**config.mk**
```make
export PLATFORM = sky130hd
export DESIGN_NAME = rpgs_sequencer
export DESIGN_NICKNAME = d
export VERILOG_FILES = /design/src/rtl/rpgs_pkg.sv /design/src/rtl/rpgs_sequencer.sv
export SDC_FILE = /design/constraint.sdc
export NUM_CORES = 1
export LEC_CHECK = 0
export ABC_AREA = 1
export BUFFER_PORTS_ARGS = -buffer_cell sky130_fd_sc_hd__buf_2
export CORE_ASPECT_RATIO = 0.7
export CORE_MARGIN = 3
export CORE_UTILIZATION = 50
export CTS_BUF_LIST = sky130_fd_sc_hd__clkbuf_8
export CTS_CLUSTER_DIAMETER = 50
export DETAILED_ROUTE_END_ITERATION = 6
export PLACE_DENSITY = 0.8
export SYNTH_ARGS = -nofsm -noshare
export SYNTH_HDL_FRONTEND = slang
export SYNTH_SLANG_ARGS = --single-unit
```
**constraint.sdc**
```tcl
create_clock -name sys_clk -period 2.26 [get_ports sys_clk]
set_input_delay 0.113 -clock sys_clk [delete_from_list [all_inputs] [get_ports sys_clk]]
set_output_delay 0.113 -clock sys_clk [all_outputs]
set_load 0.005 [all_outputs]
```
**src/rtl/rpgs_pkg.sv**
```systemverilog
// package for the reset pin group sequencer
package rpgs_pkg;
    // cpu clock period in ns
    localparam int CLK_PERIOD_NS = 10;
    // reset pulse widths
    localparam int RST_MIN_STABLE_P = 10;
    localparam int RST_MIN_LOCK_US = 250;
    localparam int RST_MIN_LOCK_CYC = (RST_MIN_LOCK_US * 1000 + CLK_PERIOD_NS - 1) / CLK_PERIOD_NS;
    // boot configuration setup and hold, in cpu periods
    localparam int CFG_SETUP_P = 5;
    localparam int CFG_HOLD_P = 5;
    // release of pin groups, in cpu periods after reset high
    localparam int RELEASE_MAX_P = 4;
    // reset pin synchroniser starts at the idle (released) pin level
    localparam logic [2:0] RST_SYNC_IDLE = 3'h7;
    localparam int CNT_W = 16;
    localparam int CFG_W = 32;
    localparam logic [CNT_W-1:0] CNT_ZERO = 16'h0000;
    localparam logic [CNT_W-1:0] CNT_ONE = 16'h0001;
    localparam logic [CNT_W-1:0] CNT_MAX = 16'hFFFF;
    localparam logic [CFG_W-1:0] CFG_RESET = 32'h0000_0000;

    typedef enum logic [1:0] {
        RPGS_IN_RESET = 2'b00,
        RPGS_RELEASING = 2'b01,
        RPGS_RUN = 2'b11
    } rpgs_state_e;

    // pin group enables handed to the pad ring
    typedef struct packed {
        logic clk2_valid;
        logic high_valid;
        logic low_valid;
        logic z_drive;
    } rpgs_groups_s;
endpackage

```
**src/rtl/rpgs_sequencer.sv**
```systemverilog
// reset pin group sequencer: reset filter, boot capture, pin group gating
// ---------------------------------------------------------------
// Notes on behaviour
// ---------------------------------------------------------------
// Notes on behaviour
// RULE1: with the multiplier stable the board holds reset low for at least ten cpu periods.
// RULE2: when the multiplier must still lock the board holds reset low for at least 250 us, never needed in x1.
// RULE3: reset does not reset the multiplier, so the board covers the lock time after power-up or config change.
// RULE4: the 32 expansion data pins are captured at reset release and held valid five periods either side.
// RULE5: the half-rate clock goes invalid no sooner than a period after reset low and runs within four after high.
// RULE6: fifo clock and bus hold ack go invalid a period after reset low and are valid within four after high.
// RULE7: interrupt ack, number, dma events, power-down and timer outputs follow the same low-group timing.
// RULE8: the z group floats a period after reset low and is driven again within four periods after release.
// RULE9: ten periods suffice in x1 once the input clock is stable, in multiplied modes only with multiplier lock.
// RULE10: reset release is synchronised to the cpu clock before internal state and boot capture are released.
`timescale 1ns/1ps
module rpgs_sequencer
    import rpgs_pkg::*;
#(
    parameter int LOCK_CYC = RST_MIN_LOCK_CYC
) (
    // clock and internal reset
    input wire logic sys_clk,
    input wire logic reset_n,
    // pins and status
    input wire logic reset_pin_n,
    input wire logic mult_locked,
    input wire logic clk_mult_x1,
    input wire logic [CFG_W-1:0] expansion_data_pins,
    // core side
    output logic core_reset_n,
    output logic [CFG_W-1:0] boot_config,
    output logic short_reset_err,
    output rpgs_groups_s groups
);
    // ---------------------------------------------------------------
    // reset pin synchroniser, three stages
    // ---------------------------------------------------------------
    // starts at the idle pin level so leaving block reset is never a release
    logic [2:0] rst_sync_ff;
    always_ff @(posedge sys_clk) begin
        if (!reset_n) begin
            rst_sync_ff <= RST_SYNC_IDLE;
        end else begin
            rst_sync_ff <= {rst_sync_ff[1:0], reset_pin_n};
        end
    end

    // filtered level moves only once stages two and three agree
    logic rst_lvl_ff;
    logic rst_lvl;
    always_comb begin
        if (rst_sync_ff[1] == rst_sync_ff[2]) begin
            rst_lvl = rst_sync_ff[2]; // [RULE10]
        end else begin
            rst_lvl = rst_lvl_ff;
        end
    end

    always_ff @(posedge sys_clk) begin
        if (!reset_n) begin
            rst_lvl_ff <= RST_SYNC_IDLE[2];
        end else begin
            rst_lvl_ff <= rst_lvl;
        end
    end

    // rise reached stage two, not yet confirmed by stage three
    logic rst_rise_seen;
    assign rst_rise_seen = rst_sync_ff[1] && !rst_sync_ff[2];

    // ---------------------------------------------------------------
    // strap synchroniser, three stages per expansion data pin
    // ---------------------------------------------------------------
    logic [CFG_W-1:0] strap_s1_ff;
    logic [CFG_W-1:0] strap_s2_ff;
    logic [CFG_W-1:0] strap_s3_ff;
    always_ff @(posedge sys_clk) begin
        if (!reset_n) begin
            strap_s1_ff <= CFG_RESET;
            strap_s2_ff <= CFG_RESET;
            strap_s3_ff <= CFG_RESET;
        end else begin
            strap_s1_ff <= expansion_data_pins;
            strap_s2_ff <= strap_s1_ff;
            strap_s3_ff <= strap_s2_ff;
        end
    end

    // per pin filter: a bit takes stage three only where stage two agrees
    logic [CFG_W-1:0] strap_lvl_ff;
    logic [CFG_W-1:0] strap_lvl;
    logic [CFG_W-1:0] strap_agree;
    assign strap_agree = ~(strap_s2_ff ^ strap_s3_ff);
    assign strap_lvl = (strap_s3_ff & strap_agree) | (strap_lvl_ff & ~strap_agree);
    always_ff @(posedge sys_clk) begin
        if (!reset_n) begin
            strap_lvl_ff <= CFG_RESET;
        end else begin
            strap_lvl_ff <= strap_lvl;
        end
    end

    // ---------------------------------------------------------------
    // low width counter on the filtered level
    // ---------------------------------------------------------------
    // saturates so a very long reset cannot wrap back below the limit
    function automatic logic [CNT_W-1:0] sat_inc(input logic [CNT_W-1:0] v);
        if (v == CNT_MAX) begin
            return v;
        end
        return v + CNT_ONE;
    endfunction

    logic [CNT_W-1:0] low_cnt_ff;
    always_ff @(posedge sys_clk) begin
        if (!reset_n) begin
            low_cnt_ff <= CNT_ZERO;
        end else if (rst_lvl) begin
            low_cnt_ff <= CNT_ZERO;
        end else begin
            low_cnt_ff <= sat_inc(low_cnt_ff);
        end
    end

    // lock wait only matters in multiplied modes without lock
    logic [CNT_W-1:0] need_cnt;
    always_comb begin
        if (clk_mult_x1 || mult_locked) begin
            need_cnt = CNT_W'(RST_MIN_STABLE_P); // [RULE1] [RULE9]
        end else begin
            need_cnt = CNT_W'(LOCK_CYC); // [RULE2] [RULE3]
        end
    end

    // ---------------------------------------------------------------
    // state machine
    // ---------------------------------------------------------------
    rpgs_state_e state_ff;
    rpgs_state_e nxt_state;
    logic width_ok;
    assign width_ok = (low_cnt_ff >= need_cnt);

    always_comb begin
        nxt_state = state_ff;
        case (state_ff)
            RPGS_IN_RESET: begin
                if (rst_rise_seen) begin
                    nxt_state = RPGS_RELEASING;
                end
            end
            RPGS_RELEASING: begin
                // release lands one edge after the filter confirms, four periods after the pin
                if (rst_lvl && width_ok) begin
                    nxt_state = RPGS_RUN;
                end else begin
                    nxt_state = RPGS_IN_RESET;
                end
            end
            RPGS_RUN: begin
                if (!rst_lvl) begin
                    nxt_state = RPGS_IN_RESET;
                end
            end
            default: begin
                nxt_state = RPGS_IN_RESET;
            end
        endcase
    end

    always_ff @(posedge sys_clk) begin
        if (!reset_n) begin
            state_ff <= RPGS_IN_RESET;
        end else begin
            state_ff <= nxt_state;
        end
    end

    // too short pulse is flagged; the block stays held until a full pulse
    always_ff @(posedge sys_clk) begin
        if (!reset_n) begin
            short_reset_err <= 1'b0;
        end else if (rst_lvl && !width_ok && low_cnt_ff != CNT_ZERO) begin
            short_reset_err <= 1'b1;
        end else if (nxt_state == RPGS_RUN) begin
            short_reset_err <= 1'b0;
        end
    end

    // ---------------------------------------------------------------
    // boot capture at release
    // ---------------------------------------------------------------
    // filtered straps were taken a period after release, well inside the hold time
    always_ff @(posedge sys_clk) begin
        if (!reset_n) begin
            boot_config <= CFG_RESET;
        end else if (state_ff != RPGS_RUN && nxt_state == RPGS_RUN) begin
            boot_config <= strap_lvl; // [RULE4]
        end
    end

    // ---------------------------------------------------------------
    // pin group gating
    // ---------------------------------------------------------------
    // taken from the next state: the filter delays invalidation, release still fits four periods
    logic run_ff;
    rpgs_groups_s groups_ff;
    always_ff @(posedge sys_clk) begin
        if (!reset_n) begin
            run_ff <= 1'b0;
        end else begin
            run_ff <= (nxt_state == RPGS_RUN); // [RULE10]
        end
    end

    always_ff @(posedge sys_clk) begin
        if (!reset_n) begin
            groups_ff.clk2_valid <= 1'b0;
            groups_ff.high_valid <= 1'b0;
            groups_ff.low_valid <= 1'b0;
            groups_ff.z_drive <= 1'b0;
        end else begin
            groups_ff.clk2_valid <= (nxt_state == RPGS_RUN); // [RULE5]
            groups_ff.high_valid <= (nxt_state == RPGS_RUN); // [RULE6]
            groups_ff.low_valid <= (nxt_state == RPGS_RUN); // [RULE7]
            groups_ff.z_drive <= (nxt_state == RPGS_RUN); // [RULE8]
        end
    end

    assign core_reset_n = run_ff; // [RULE10]
    assign groups = groups_ff;
endmodule

```
Word level (Yosys, flattened, before mapping)
Index checks and enable logic that the tools add are counted.
{"block": "word_totals", "register_bits": 184, "in_bits": 37, "out_inout_bits": 38, "word_cells": 51}
{"block": "op_classes", "eq_ne": 7, "bitwise": 7, "n_lt_le_gt_ge": 1, "mux": 12, "n_addsub": 1, "reduce_logical": 12}
{"cell": "$and 32x32->32", "n": 2}
{"cell": "$not 32->32", "n": 2}
{"cell": "$or 32x32->32", "n": 1}
{"cell": "$xor 32x32->32", "n": 1}
{"cell": "$add 16x1->16 const B", "n": 1}
{"cell": "$eq 16x16->1 const B", "n": 1}
{"cell": "$ge 16x16->1", "n": 1}
{"cell": "$mux 16", "n": 1}
{"cell": "$reduce_bool 16->1", "n": 1}
{"cell": "$mux 15", "n": 1}
{"cell": "$mux 1", "n": 6}
{"cell": "$mux 2", "n": 3}
{"cell": "$pmux 2 s3", "n": 1}
{"cell": "$logic_and 1x1->1", "n": 5}
{"cell": "$eq 2x2->1 const B", "n": 2}
{"cell": "$ne 2x2->1 const B", "n": 2}
{"cell": "$eq 2x1->1 const B", "n": 1}
{"cell": "$logic_not 1->1", "n": 2}
{"cell": "$logic_not 2->1", "n": 1}
{"cell": "$reduce_bool 2->1", "n": 1}
{"cell": "$reduce_or 2->1", "n": 1}
{"cell": "$eq 1x1->1", "n": 1}
{"cell": "$logic_or 1x1->1", "n": 1}
{"cell": "$not 1->1", "n": 1}

Depth between registers and ports, before layout
Gate-level depths: netlist of the first run.
{"block": "depth", "ltp_word": 9, "ltp_mapped": 13, "ltp_nobuf": 12}

Least setup slack after synthesis of the first run
Ideal clock, no wire load.
{"block": "synth_path", "path_type": "input to register", "start": "input mult_locked", "end": "register boot_config[0]", "arrival_time_ns": 1.619, "path_slack_ns": 0.528, "required_time_ns": 2.147, "path_buffers": 1, "cell_stages": 12, "setup_ns": 0.113, "path_cell_list": "or2_2 ha_1 inv_1 nor2_1 nand3_1 nor2_1 nand2_2 nand2_4 nand3_2 buf_2 nor2_1 nor2_1"}
{"block": "synth_via", "elab_chain_cells": 8}
{"element": "from (decl)", "line_no": "rpgs_sequencer.sv:27", "source": "input wire logic mult_locked,"}
{"element": "$logic_or 1x1->1", "line_no": "rpgs_sequencer.sv:129", "source": "if (clk_mult_x1 || mult_locked) begin"}
{"element": "$mux 15", "line_no": "rpgs_sequencer.sv:129"}
{"element": "$ge 16x16->1", "line_no": "rpgs_sequencer.sv:142", "source": "assign width_ok = (low_cnt_ff >= need_cnt);"}
{"element": "$logic_and 1x1->1", "line_no": "rpgs_sequencer.sv:154", "source": "if (rst_lvl && width_ok) begin"}
{"element": "$mux 2", "line_no": "rpgs_sequencer.sv:154"}
{"element": "$pmux 2 s3", "line_no": "rpgs_sequencer.sv:146", "source": "case (state_ff)"}
{"element": "$eq 2x2->1", "line_no": "rpgs_sequencer.sv:197", "source": "end else if (state_ff != RPGS_RUN && nxt_state == RPGS_RUN) begin"}
{"element": "$logic_and 1x1->1", "line_no": "rpgs_sequencer.sv:197"}
{"element": "to (signal assigned)", "line_no": "rpgs_sequencer.sv:198", "source": "boot_config <= strap_lvl;"}
{"element": "to (decl)", "line_no": "rpgs_sequencer.sv:32", "source": "output logic [CFG_W-1:0] boot_config,"}
No other way between the ends.
A chain may end at the register's enable or synchronous reset.

Worst setup path after layout of the first run
{"block": "layout_path", "start": "register low_cnt_ff[14]", "end": "register boot_config[23]"}
{"block": "layout_via", "elab_chain_cells": 6}
{"element": "from (decl)", "line_no": "rpgs_sequencer.sv:115", "source": "logic [CNT_W-1:0] low_cnt_ff;"}
{"element": "from (signal assigned)", "line_no": "rpgs_sequencer.sv:122", "source": "low_cnt_ff <= sat_inc(low_cnt_ff);"}
{"element": "$ge 16x16->1", "line_no": "rpgs_sequencer.sv:142"}
{"element": "$logic_and 1x1->1", "line_no": "rpgs_sequencer.sv:154"}
{"element": "$mux 2", "line_no": "rpgs_sequencer.sv:154"}
{"element": "$pmux 2 s3", "line_no": "rpgs_sequencer.sv:146"}
{"element": "$eq 2x2->1", "line_no": "rpgs_sequencer.sv:197"}
{"element": "$logic_and 1x1->1", "line_no": "rpgs_sequencer.sv:197"}
No other way between the ends.

==> metrics.yaml, run 1 <==
slew_headroom_pct: 65.0
drv_cap: 0
multi_input_area_mm2: 0.00218
setup_viol: 0
cts_setup_buffers: 0
numCtsBuffers: 17
period_share_pct: 83.4
antenna_cells: 0
status: "finished, final reports clean"
seqCellArea_mm2: 0.00368
routed_wl_um: 12700
switchingPower_mw: 1.43
wl_per_cell_um: 11.0
power_frac_clock_pct: 38.7
syn_nets: 920
viasPerCell: 4.55
synth_top_cell_area_share_pct: 54.9
fill_cells: 1067
coreArea_mm2: 0.0128
critPathMaxFanout: 19
yosys_warnings: 0
die-height_um: 103
whs_ns: 0.369
synth_edf_count: 0
post-route-cell-area_mm2: 0.00801
root_buffer: "clkbuf_8"
p_per_area_mw_per_mm2: 737
grt_max_degree: 106
hpwl_um: 8120
clk_path_buf_depth: 2
vias: 5251
drc: 0
die_x_um: 144
wl_met2_um: 5770
setup-tns-final_ns: 0
ys_ff_latch: 184
yosysMostFrequentCell: "nand2_1"
rsz0062_at_grt: "false"
slew_violations: 0
grtUsageTotal_pct: 18.2
cts_tree: "done"
syn_inst: 874
antenna_found_initial: 0
die-area_mm2: 0.0149
routabilityCongestion: 0.875
synthesis.area_mm2: 0.00671
ys_seq_area_share_pct: 54.9
overflow: 0
grt_pass1_vias: 4828
p_total_mw: 5.90
ir_drop_mv: 0.400
max_freq_mhz: 530
pwr-share-comb_pct: 4.6
htreeDepth: 4
ys_top_cells_by_count: "200 x nand2_1, 184 x dfxtp_1, 184 x inv_1, 107 x nor2_1, 42 x a21oi_1"
path_clk_slew_ns: 0.10
highest_layer: "met4"
synth_top_cell_by_area: "dfxtp_1"
skew_ns: 0.0177
start_util_pct: 52.5
wl_met1_um: 6200
post_dp_cell_area_mm2: 0.00725
critical_path_required_ns: 2.65
nNetsFinal: 1025
numClockSinks: 184
pwr-share-seq_pct: 56.7
pin_count: 75
initialDrtViolationCount: 328
rows: 34
area_delta_synth_final_pct: 19.5
synthFlopType: "dfxtp_1"
grt_pass1_wl_um: 21700
leakagePower_nw: 4.47
cp-end-kind: "flip-flop"
critPathLaunchType: "flip-flop"
critPathArrivalTime_ns: 2.28
synthTopCellsByArea: "dfxtp_1 55%, nand2_1 11%, inv_1 10%"
drive_gt1_share_pct: 13.5
final_hold_viol_count: 0
tightestPinTransition_ns: 0.524
worstSetupPathType: "reg -> reg"
io_buffers: 74
holdCritPathClass: "in -> reg"
syn_avg_cell_area_um2: 7.67
min_period_ns: 1.89
p_int_mw: 4.47
synth_cell_types: 30
dr.pass1.iters: 5
clock_latency_ns: 0.45
antenna_left: 0
switching_share_pct: 24.2
async_reset_ff_share_pct: 0
dr_wl_met3_um: 539
## metal layers
| layer | GRT usage [%] | vias to the layer above |
|---|---|---|
| li1 | - | 2819 |
| met1 | 24.2 | 2331 |
| met2 | 29.6 | 86 |
| met3 | 4.36 | 15 |
| met4 | 6.31 | 0 |
| met5 | 0 | - |
## cell type report
cell class,count,area share [%]
inverter,188,8.81
multi-input combinational,470,27.2
sequential,184,46.0
tap,162,2.53
clock buffer,17,2.92
clock inverter,15,2.28
timing repair buffer,118,10.3
## layout by cell type (no fill, tap or decap), types with 4 or more instances in the layout
master,instances
a21oi_1,42
buf_2,73
buf_4,7
clkbuf_8,17
dfxtp_1,184
dlygate4sd3_1,35
ha_1,9
inv_1,184
inv_6,4
nand2_1,200
nand3_1,16
nand4_1,25
nor2_1,106
nor2_2,5
nor3_1,17
o21ai_0,6
o21bai_1,22
or2_2,4
## critical path: stages (launching register included)
cell     delay, ns
dfxtp_1       0.35
ha_1          0.28
inv_1         0.03
nor2_1        0.12
nand3_1       0.11
nor2_1        0.13
nand2_2       0.09
nand2_4       0.15
nand3_2       0.15
buf_12        0.20
nand2_1       0.08
inv_1         0.05
nor2_1        0.10
## flip-flops by register name, indices dropped and copies added (netlist names)
name,count
strap_s1_ff,32
strap_s3_ff,32
groups,1
short_reset_err,1
boot_config,32
rst_sync_ff,3
rst_lvl_ff,1
low_cnt_ff,16
strap_s2_ff,32
strap_lvl_ff,32
state_ff,2
## final timing paths
check	start	to	slack, ns	cells past startpoint
worst max-delay path	low_cnt_ff[14]	boot_config[23]	0.37	12
worst min register to register	strap_s1_ff[7]	strap_s2_ff[7]	0.42	2
worst max register to register	low_cnt_ff[14]	boot_config[23]	0.37	12
worst min-delay path	expansion_data_pins[15]	strap_s1_ff[15]	0.37	4
## cells by family (layout without fill, tap and decap cells)
family	after synthesis	in the layout	synth area share, %
flops	184	184	54.9
xor+xnor	2	2	0.261
compound gates	77	77	6.66
fa+ha+maj	9	9	1.68
simple gates	382	382	23.8
buf+inv	220	338	12.7
## timing repair
item	CTS	global route
resized for setup	0	0
hold buffers	35	0
hold endpoints to repair	34	0
## stage by stage
stage | cells | worst slack (ns) | util [%]
after global routing | 1154 | 0.147 | 62.8
after CTS | 1154 | 0.359 | 62.8
after global placement | 1087 | 0.195 | 56.8
after detailed placement | 1087 | 0.101 | 56.8
after floorplan | 874 | 0.528 | -
final | 1154 | 0.375 | 62.8
## power groups by stage
| stage | logic [mW] | registers, mW | clock network, mW |
|---|---|---|---|
| final | 0.271 | 3.35 | 2.28 |
| after global routing | 0.310 | 3.36 | 2.47 |
| after CTS | 0.270 | 3.35 | 2.34 |
| after detailed placement | 0.224 | 3.42 | 0 |
| after global placement | 0.219 | 3.42 | 0 |
| after floorplan | 0.150 | 3.41 | 0 |
Note: power is estimated with default switching activity, not from simulation.
==> run 2: changes to the inputs <==
--- a/config.mk
+++ b/config.mk
@@ -13,7 +13,7 @@
 export CTS_BUF_LIST = sky130_fd_sc_hd__clkbuf_8
 export CTS_CLUSTER_DIAMETER = 50
 export DETAILED_ROUTE_END_ITERATION = 6
-export PLACE_DENSITY = 0.8
+export PLACE_DENSITY = 0.83
 export SYNTH_ARGS = -nofsm -noshare
 export SYNTH_HDL_FRONTEND = slang
 export SYNTH_SLANG_ARGS = --single-unit
==> constraint.sdc (replaced) <==
create_clock -name sys_clk -period 1.55 [get_ports sys_clk]
set_input_delay 0.0775 -clock sys_clk [delete_from_list [all_inputs] [get_ports sys_clk]]
set_output_delay 0.0775 -clock sys_clk [all_outputs]
set_load 0.005 [all_outputs]
==> metrics.yaml, run 2 (synthesized netlist as in run 1, its figures left out) <==
overflow: 0  # unchanged
drc: 0  # unchanged
slowest_delay_ns: 0.35  # about the same
drv_cap: 0  # unchanged
grt_pass1_vias: 5022  # +4.0%
slew_violations: 0  # unchanged
setup_viol: 33  # +33
skew_ns: 0.0118  # -0.00590 ns
critPathMaxFanout: 19  # unchanged
holdCritPathClass: "in -> reg"
clk_path_buf_depth: 2  # unchanged
viasPerCell: 4.62  # +1.6%
routed_wl_um: 13900  # +10%
clock_latency_ns: 0.45  # about the same
vias: 5466  # +4.1%
root_buffer: "clkbuf_8"
worst_r2r_startpoint: "low_cnt_ff[14]"
initialDrtViolationCount: 363  # +11%
min_from: "reset_n"
slew_headroom_pct: 63.9  # -1.1 points
routabilityCongestion: 0.898  # +2.7%
timing.rr.end: "boot_config[19]"
cts_tree: "done"
reg2reg_slack_ns: -0.22  # -0.59 ns
dr.pass1.iters: 5  # unchanged
io_buffers: 74  # unchanged
ir_drop_mv: 0.663  # +66%
status: "complete, but fails checks"
period_share_pct: 114  # +31 points
layout_common_cells: "191 x nand2_1, 181 x inv_1, 172 x dfxtp_1"
coreArea_mm2: 0.0128  # unchanged
htreeDepth: 4  # unchanged
tightestPinTransition_ns: 0.541  # +0.0174 ns
die-area_mm2: 0.0149  # unchanged
worstSetupPathType: "reg -> reg"
critPathLaunchType: "flip-flop"
pin_count: 75  # unchanged
post-route-cell-area_mm2: 0.00851  # +6.2%
leakagePower_nw: 4.67  # +4.7%
die-height_um: 103  # unchanged
critical_path.top_delay_family: "simple AND/OR/NAND/NOR gates"
p_total_mw: 8.44  # +43%
numClockSinks: 184  # unchanged
wl_per_cell_um: 11.8  # +7.4%
critical_path_required_ns: 1.94  # -0.71 ns
drive_gt1_share_pct: 20.7  # +7.2 points
nNetsFinal: 1054  # +2.8%
p_per_area_mw_per_mm2: 992  # +35%
rows: 34  # unchanged
antenna_left: 0  # unchanged
violations: "setup timing"
start_util_pct: 52.5  # unchanged
final_hold_viol_count: 0  # unchanged
grt_max_degree: 129  # +22%
rsz0062_at_grt: "true"
critPathArrivalTime_ns: 2.16  # -0.12 ns
cpMaxStageDelayCell: "dfxtp_2"
hpwl_um: 8830  # +8.7%
place_ws_ns: -0.297  # -0.398 ns
cp-end-kind: "flip-flop"
grt_pass1_wl_um: 22400  # +3.2%
antenna_found_initial: 0  # unchanged
holdPathStages: 3  # -1
worstHoldEndpoint: "strap_lvl_ff[14]"
post_dp_cell_area_mm2: 0.00745  # +2.8%
path_cells: "ha_4 > inv_2 > nor2_4 > nand3_4 > nor2_2 > nor2_2 > nand2_4 > nand3_4 > buf_12 > nand2_1 > nand2_1 > nor2_1"
min_period_ns: 1.77  # -0.115 ns
grtUsageTotal_pct: 18.9  # +0.63 points
antenna_cells: 0  # unchanged
max_freq_mhz: 565  # +6.5%
die_x_um: 144  # unchanged
path_buf_inv: 2  # -1
layout_commonest_cell: "nand2_1"
layout_setup_ws_ns: -0.220  # -0.595 ns
numCtsBuffers: 17  # unchanged
path_clk_slew_ns: 0.09  # about the same
area_delta_synth_final_pct: 26.9
worstRegToRegCells: 12  # unchanged
[run 2: cell count changes in the layout (fill, tap and decap cells not counted), sizes merged]
cell and delta:
bufinv -1, clkbuf +3, clkinv -1, clkinvlp +1, dlygate4sd3 -2, inv -1, buf +29
[run 2: worst max path at each step]
| stage | endpoint | from | depth (start not counted) |
|---|---|---|---|
| 2_1_floorplan | boot_config[16] | mult_locked | 13 |
| 3_3_place_gp | boot_config[1] | mult_locked | 14 |
| 3_5_place_dp | boot_config[19] | mult_locked | 14 |
| 4_1_cts | boot_config[19] | low_cnt_ff[14] | 12 |
| 5_1_grt | boot_config[16] | low_cnt_ff[14] | 12 |
| 6_report | boot_config[19] | low_cnt_ff[14] | 12 |
[run 2: timing repair]
action / in CTS / in global routing
gates resized for setup: 11 / 57
gates cloned: 0 / 2
hold endpoints to repair: 33 / 0
hold buffers: 33 / 0
pin swaps: 1 / 20
setup buffers: 1 / 4
endpoints found under the setup margin: 42 / 52
[run 2: per-layer routing]
layer	track usage [%]	share of wire, %
met5	0	0
met4	6.52	1.2
met3	5.15	5.8
met2	30.0	46
met1	25.0	47
[run 2: worst register-to-register path: stages (launching register included)]
cell and delay (ns):
dfxtp_2 0.35, ha_4 0.25, inv_2 0.03, nor2_4 0.11, nand3_4 0.10, nor2_2 0.14, nor2_2 0.06, nand2_4 0.09
nand3_4 0.14, buf_12 0.20, nand2_1 0.07, nand2_1 0.05, nor2_1 0.12
[run 2: through the flow]
stage                     instances  setup TNS, ns  hold WS, ns  utilization [%]
after CTS                      1176          -3.18       0.0365             64.4
after global placement         1111          -7.87        0.257             58.4
after detailed placement       1111          -8.62        0.262             58.4
final                          1182          -5.39        0.104             66.7
after floorplan                 874         -0.680        0.175                -
after global routing           1182          -8.71        0.119             66.7
[run 2: power by group]
| group | switching (mW) | leakage (nW) | internal (mW) | total [mW] |
|---|---|---|---|---|
| Combinational | 0.240 | 2.98 | 0.202 | 0.442 |
| Clock | 1.76 | 0.189 | 1.36 | 3.12 |
| Sequential | 0.0457 | 1.51 | 4.83 | 4.88 |
| Total | 2.05 | 4.67 | 6.39 | 8.44 |
[run 2: cell type report]
class                           instances  area, µm²
Clock buffer                           18        248
Fill cell                             989       4250
Sequential cell                       184       3700
Tap cell                              162        203
Timing Repair Buffer                  147       1090
Multi-Input combinational cell        470       2420
Clock inverter                         13        140
Inverter                              188        708
==> run 3: changes to the inputs <==
--- a/config.mk
+++ b/config.mk
@@ -9,11 +9,11 @@
 export BUFFER_PORTS_ARGS = -buffer_cell sky130_fd_sc_hd__buf_2
 export CORE_ASPECT_RATIO = 0.7
 export CORE_MARGIN = 3
-export CORE_UTILIZATION = 50
+export CORE_UTILIZATION = 40
 export CTS_BUF_LIST = sky130_fd_sc_hd__clkbuf_8
 export CTS_CLUSTER_DIAMETER = 50
 export DETAILED_ROUTE_END_ITERATION = 6
-export PLACE_DENSITY = 0.83
+export PLACE_DENSITY = 0.7
 export SYNTH_ARGS = -nofsm -noshare
 export SYNTH_HDL_FRONTEND = slang
 export SYNTH_SLANG_ARGS = --single-unit
==> metrics.yaml, run 3 (synthesized netlist as in run 1, its figures left out) <==
drive_gt1_share_pct: 22.4  # +1.7 points
overflow: 0  # unchanged
skew_ns: 0.0158  # +0.00409 ns
holdCritPathClass: "in -> reg"
nNetsFinal: 1054  # unchanged
p_total_mw: 8.29  # -1.8%
start_util_pct: 42.1  # -10 points
critPathArrivalTime_ns: 2.17  # about the same
dr.pass1.iters: 4  # -1
critPathMaxFanout: 7  # -12
area_delta_synth_final_pct: 28.7
numCtsBuffers: 17  # unchanged
htreeDepth: 4  # unchanged
worstSetupPathType: "reg -> reg"
post-route-cell-area_mm2: 0.00863  # +1.4%
viasPerCell: 4.32  # -6.6%
wl_per_cell_um: 11.3  # -4.4%
holdPathStages: 4  # +1
tightestPinTransition_ns: 0.574  # +0.0324 ns
p_per_area_mw_per_mm2: 960  # -3.1%
die_x_um: 161  # +11%
ir_drop_mv: 0.519  # -22%
critical_path_required_ns: 1.94  # about the same
drv_cap: 0  # unchanged
critPathLaunchType: "flip-flop"
coreArea_mm2: 0.0159  # +25%
die-height_um: 114  # +11%
clock_latency_ns: 0.45  # about the same
grt_max_degree: 129  # unchanged
pin_count: 75  # unchanged
slew_violations: 0  # unchanged
grt_pass1_vias: 4928  # -1.9%
drc: 0  # unchanged
period_share_pct: 115  # +0.54 points
rsz0062_at_grt: "true"
cp-end-kind: "flip-flop"
min_period_ns: 1.78  # +0.00844 ns
rows: 38  # +12%
clk_path_buf_depth: 2  # unchanged
antenna_left: 0  # unchanged
numClockSinks: 184  # unchanged
setup_viol: 34  # +3.0%
vias: 5358  # -2.0%
layout_common_cells: "179 x inv_1, 177 x dfxtp_1, 174 x nand2_1"
post_dp_cell_area_mm2: 0.00751  # +0.81%
die-area_mm2: 0.0184  # +24%
grtUsageTotal_pct: 15.0  # -3.8 points
layout_setup_ws_ns: -0.228  # -0.00844 ns
max_freq_mhz: 562  # -0.47%
antenna_found_initial: 0  # unchanged
routed_wl_um: 14000  # +0.35%
io_buffers: 74  # unchanged
status: "complete, but fails checks"
violations: "setup timing"
place_ws_ns: -0.347  # -0.0498 ns
grt_pass1_wl_um: 22700  # +1.3%
layout_commonest_cell: "inv_1"
antenna_cells: 0  # unchanged
slew_headroom_pct: 61.7  # -2.2 points
final_core_util_pct: 54.2  # -13 points
worstRegToRegCells: 12  # unchanged
path_clk_slew_ns: 0.10  # about the same
final_hold_viol_count: 0  # unchanged
routabilityCongestion: 0.878  # -2.3%
initialDrtViolationCount: 289  # -20%
hpwl_um: 8690  # -1.6%
root_buffer: "clkbuf_8"
leakagePower_nw: 4.71  # +0.72%
cts_tree: "done"
## run 3: changes by cell type in the layout (fill, tap and decap cells not counted), sizes merged
cell and change:
clkbuf -1, inv +3, clkinvlp -1
## run 3: layer usage
layer,part of all wire (%),track usage [%]
met1,50,20.6
met2,44,23.5
met3,5.3,4.12
met4,0.95,4.18
met5,0,0
## run 3: worst paths after layout
| kind | endpoint | slack [ns] | from |
|---|---|---|---|
| setup / recovery | boot_config[6] | -0.23 | low_cnt_ff[14] |
| hold / removal | rst_lvl_ff | 0.05 | reset_n |
| setup reg to reg | boot_config[6] | -0.23 | low_cnt_ff[14] |
| hold reg to reg | strap_s2_ff[0] | 0.41 | strap_s1_ff[0] |
## run 3: report_power, final
part	switching, mW	leakage, nW	total (mW)	internal, mW
sequential	0.0457	1.50	4.88	4.84
clock	1.70	0.191	2.98	1.28
combinational	0.230	3.01	0.429	0.198
total	1.98	4.71	8.29	6.31
## run 3: worst max-delay path, stage by stage, from the launching register on
cell and delay, ns:
dfxtp_2 0.35, ha_4 0.26, inv_2 0.03, nor2_4 0.09, nand3_2 0.10, nor2_2 0.14, nand2_4 0.07, nand2_4 0.09
nand3_4 0.15, clkbuf_16 0.22, nand2_1 0.07, nand2_1 0.05, nor2_1 0.10
## run 3: timing repair
action                                 in CTS  in global routing
cloned                                      1                  2
pin swaps                                   7                 33
hold buffers                               33                  0
endpoints found under the hold margin      33                  0
buffers inserted                            0                  5
setup endpoints to repair                  44                 52
gates resized for setup                    16                 77
## run 3: final cells by class
| type | count | area, µm² |
|---|---|---|
| fillers | 1462 | 7300 |
| flip-flops and latches | 184 | 3690 |
| multi-input cells | 470 | 2490 |
| repair buffers | 147 | 1100 |
| inverters | 188 | 706 |
| well taps | 220 | 275 |
| clock buffers | 17 | 234 |
| clock inverters | 15 | 128 |
## run 3: through the flow
stage          cells  TNS [ns]  hold WS [ns]
2_1_floorplan    874    -0.680         0.175
3_3_place_gp    1169    -11.36         0.257
3_5_place_dp    1169    -11.07         0.262
4_1_cts         1235     -4.29      0.000350
5_1_grt         1241    -10.73        0.0378
6_report        1241     -5.72        0.0458
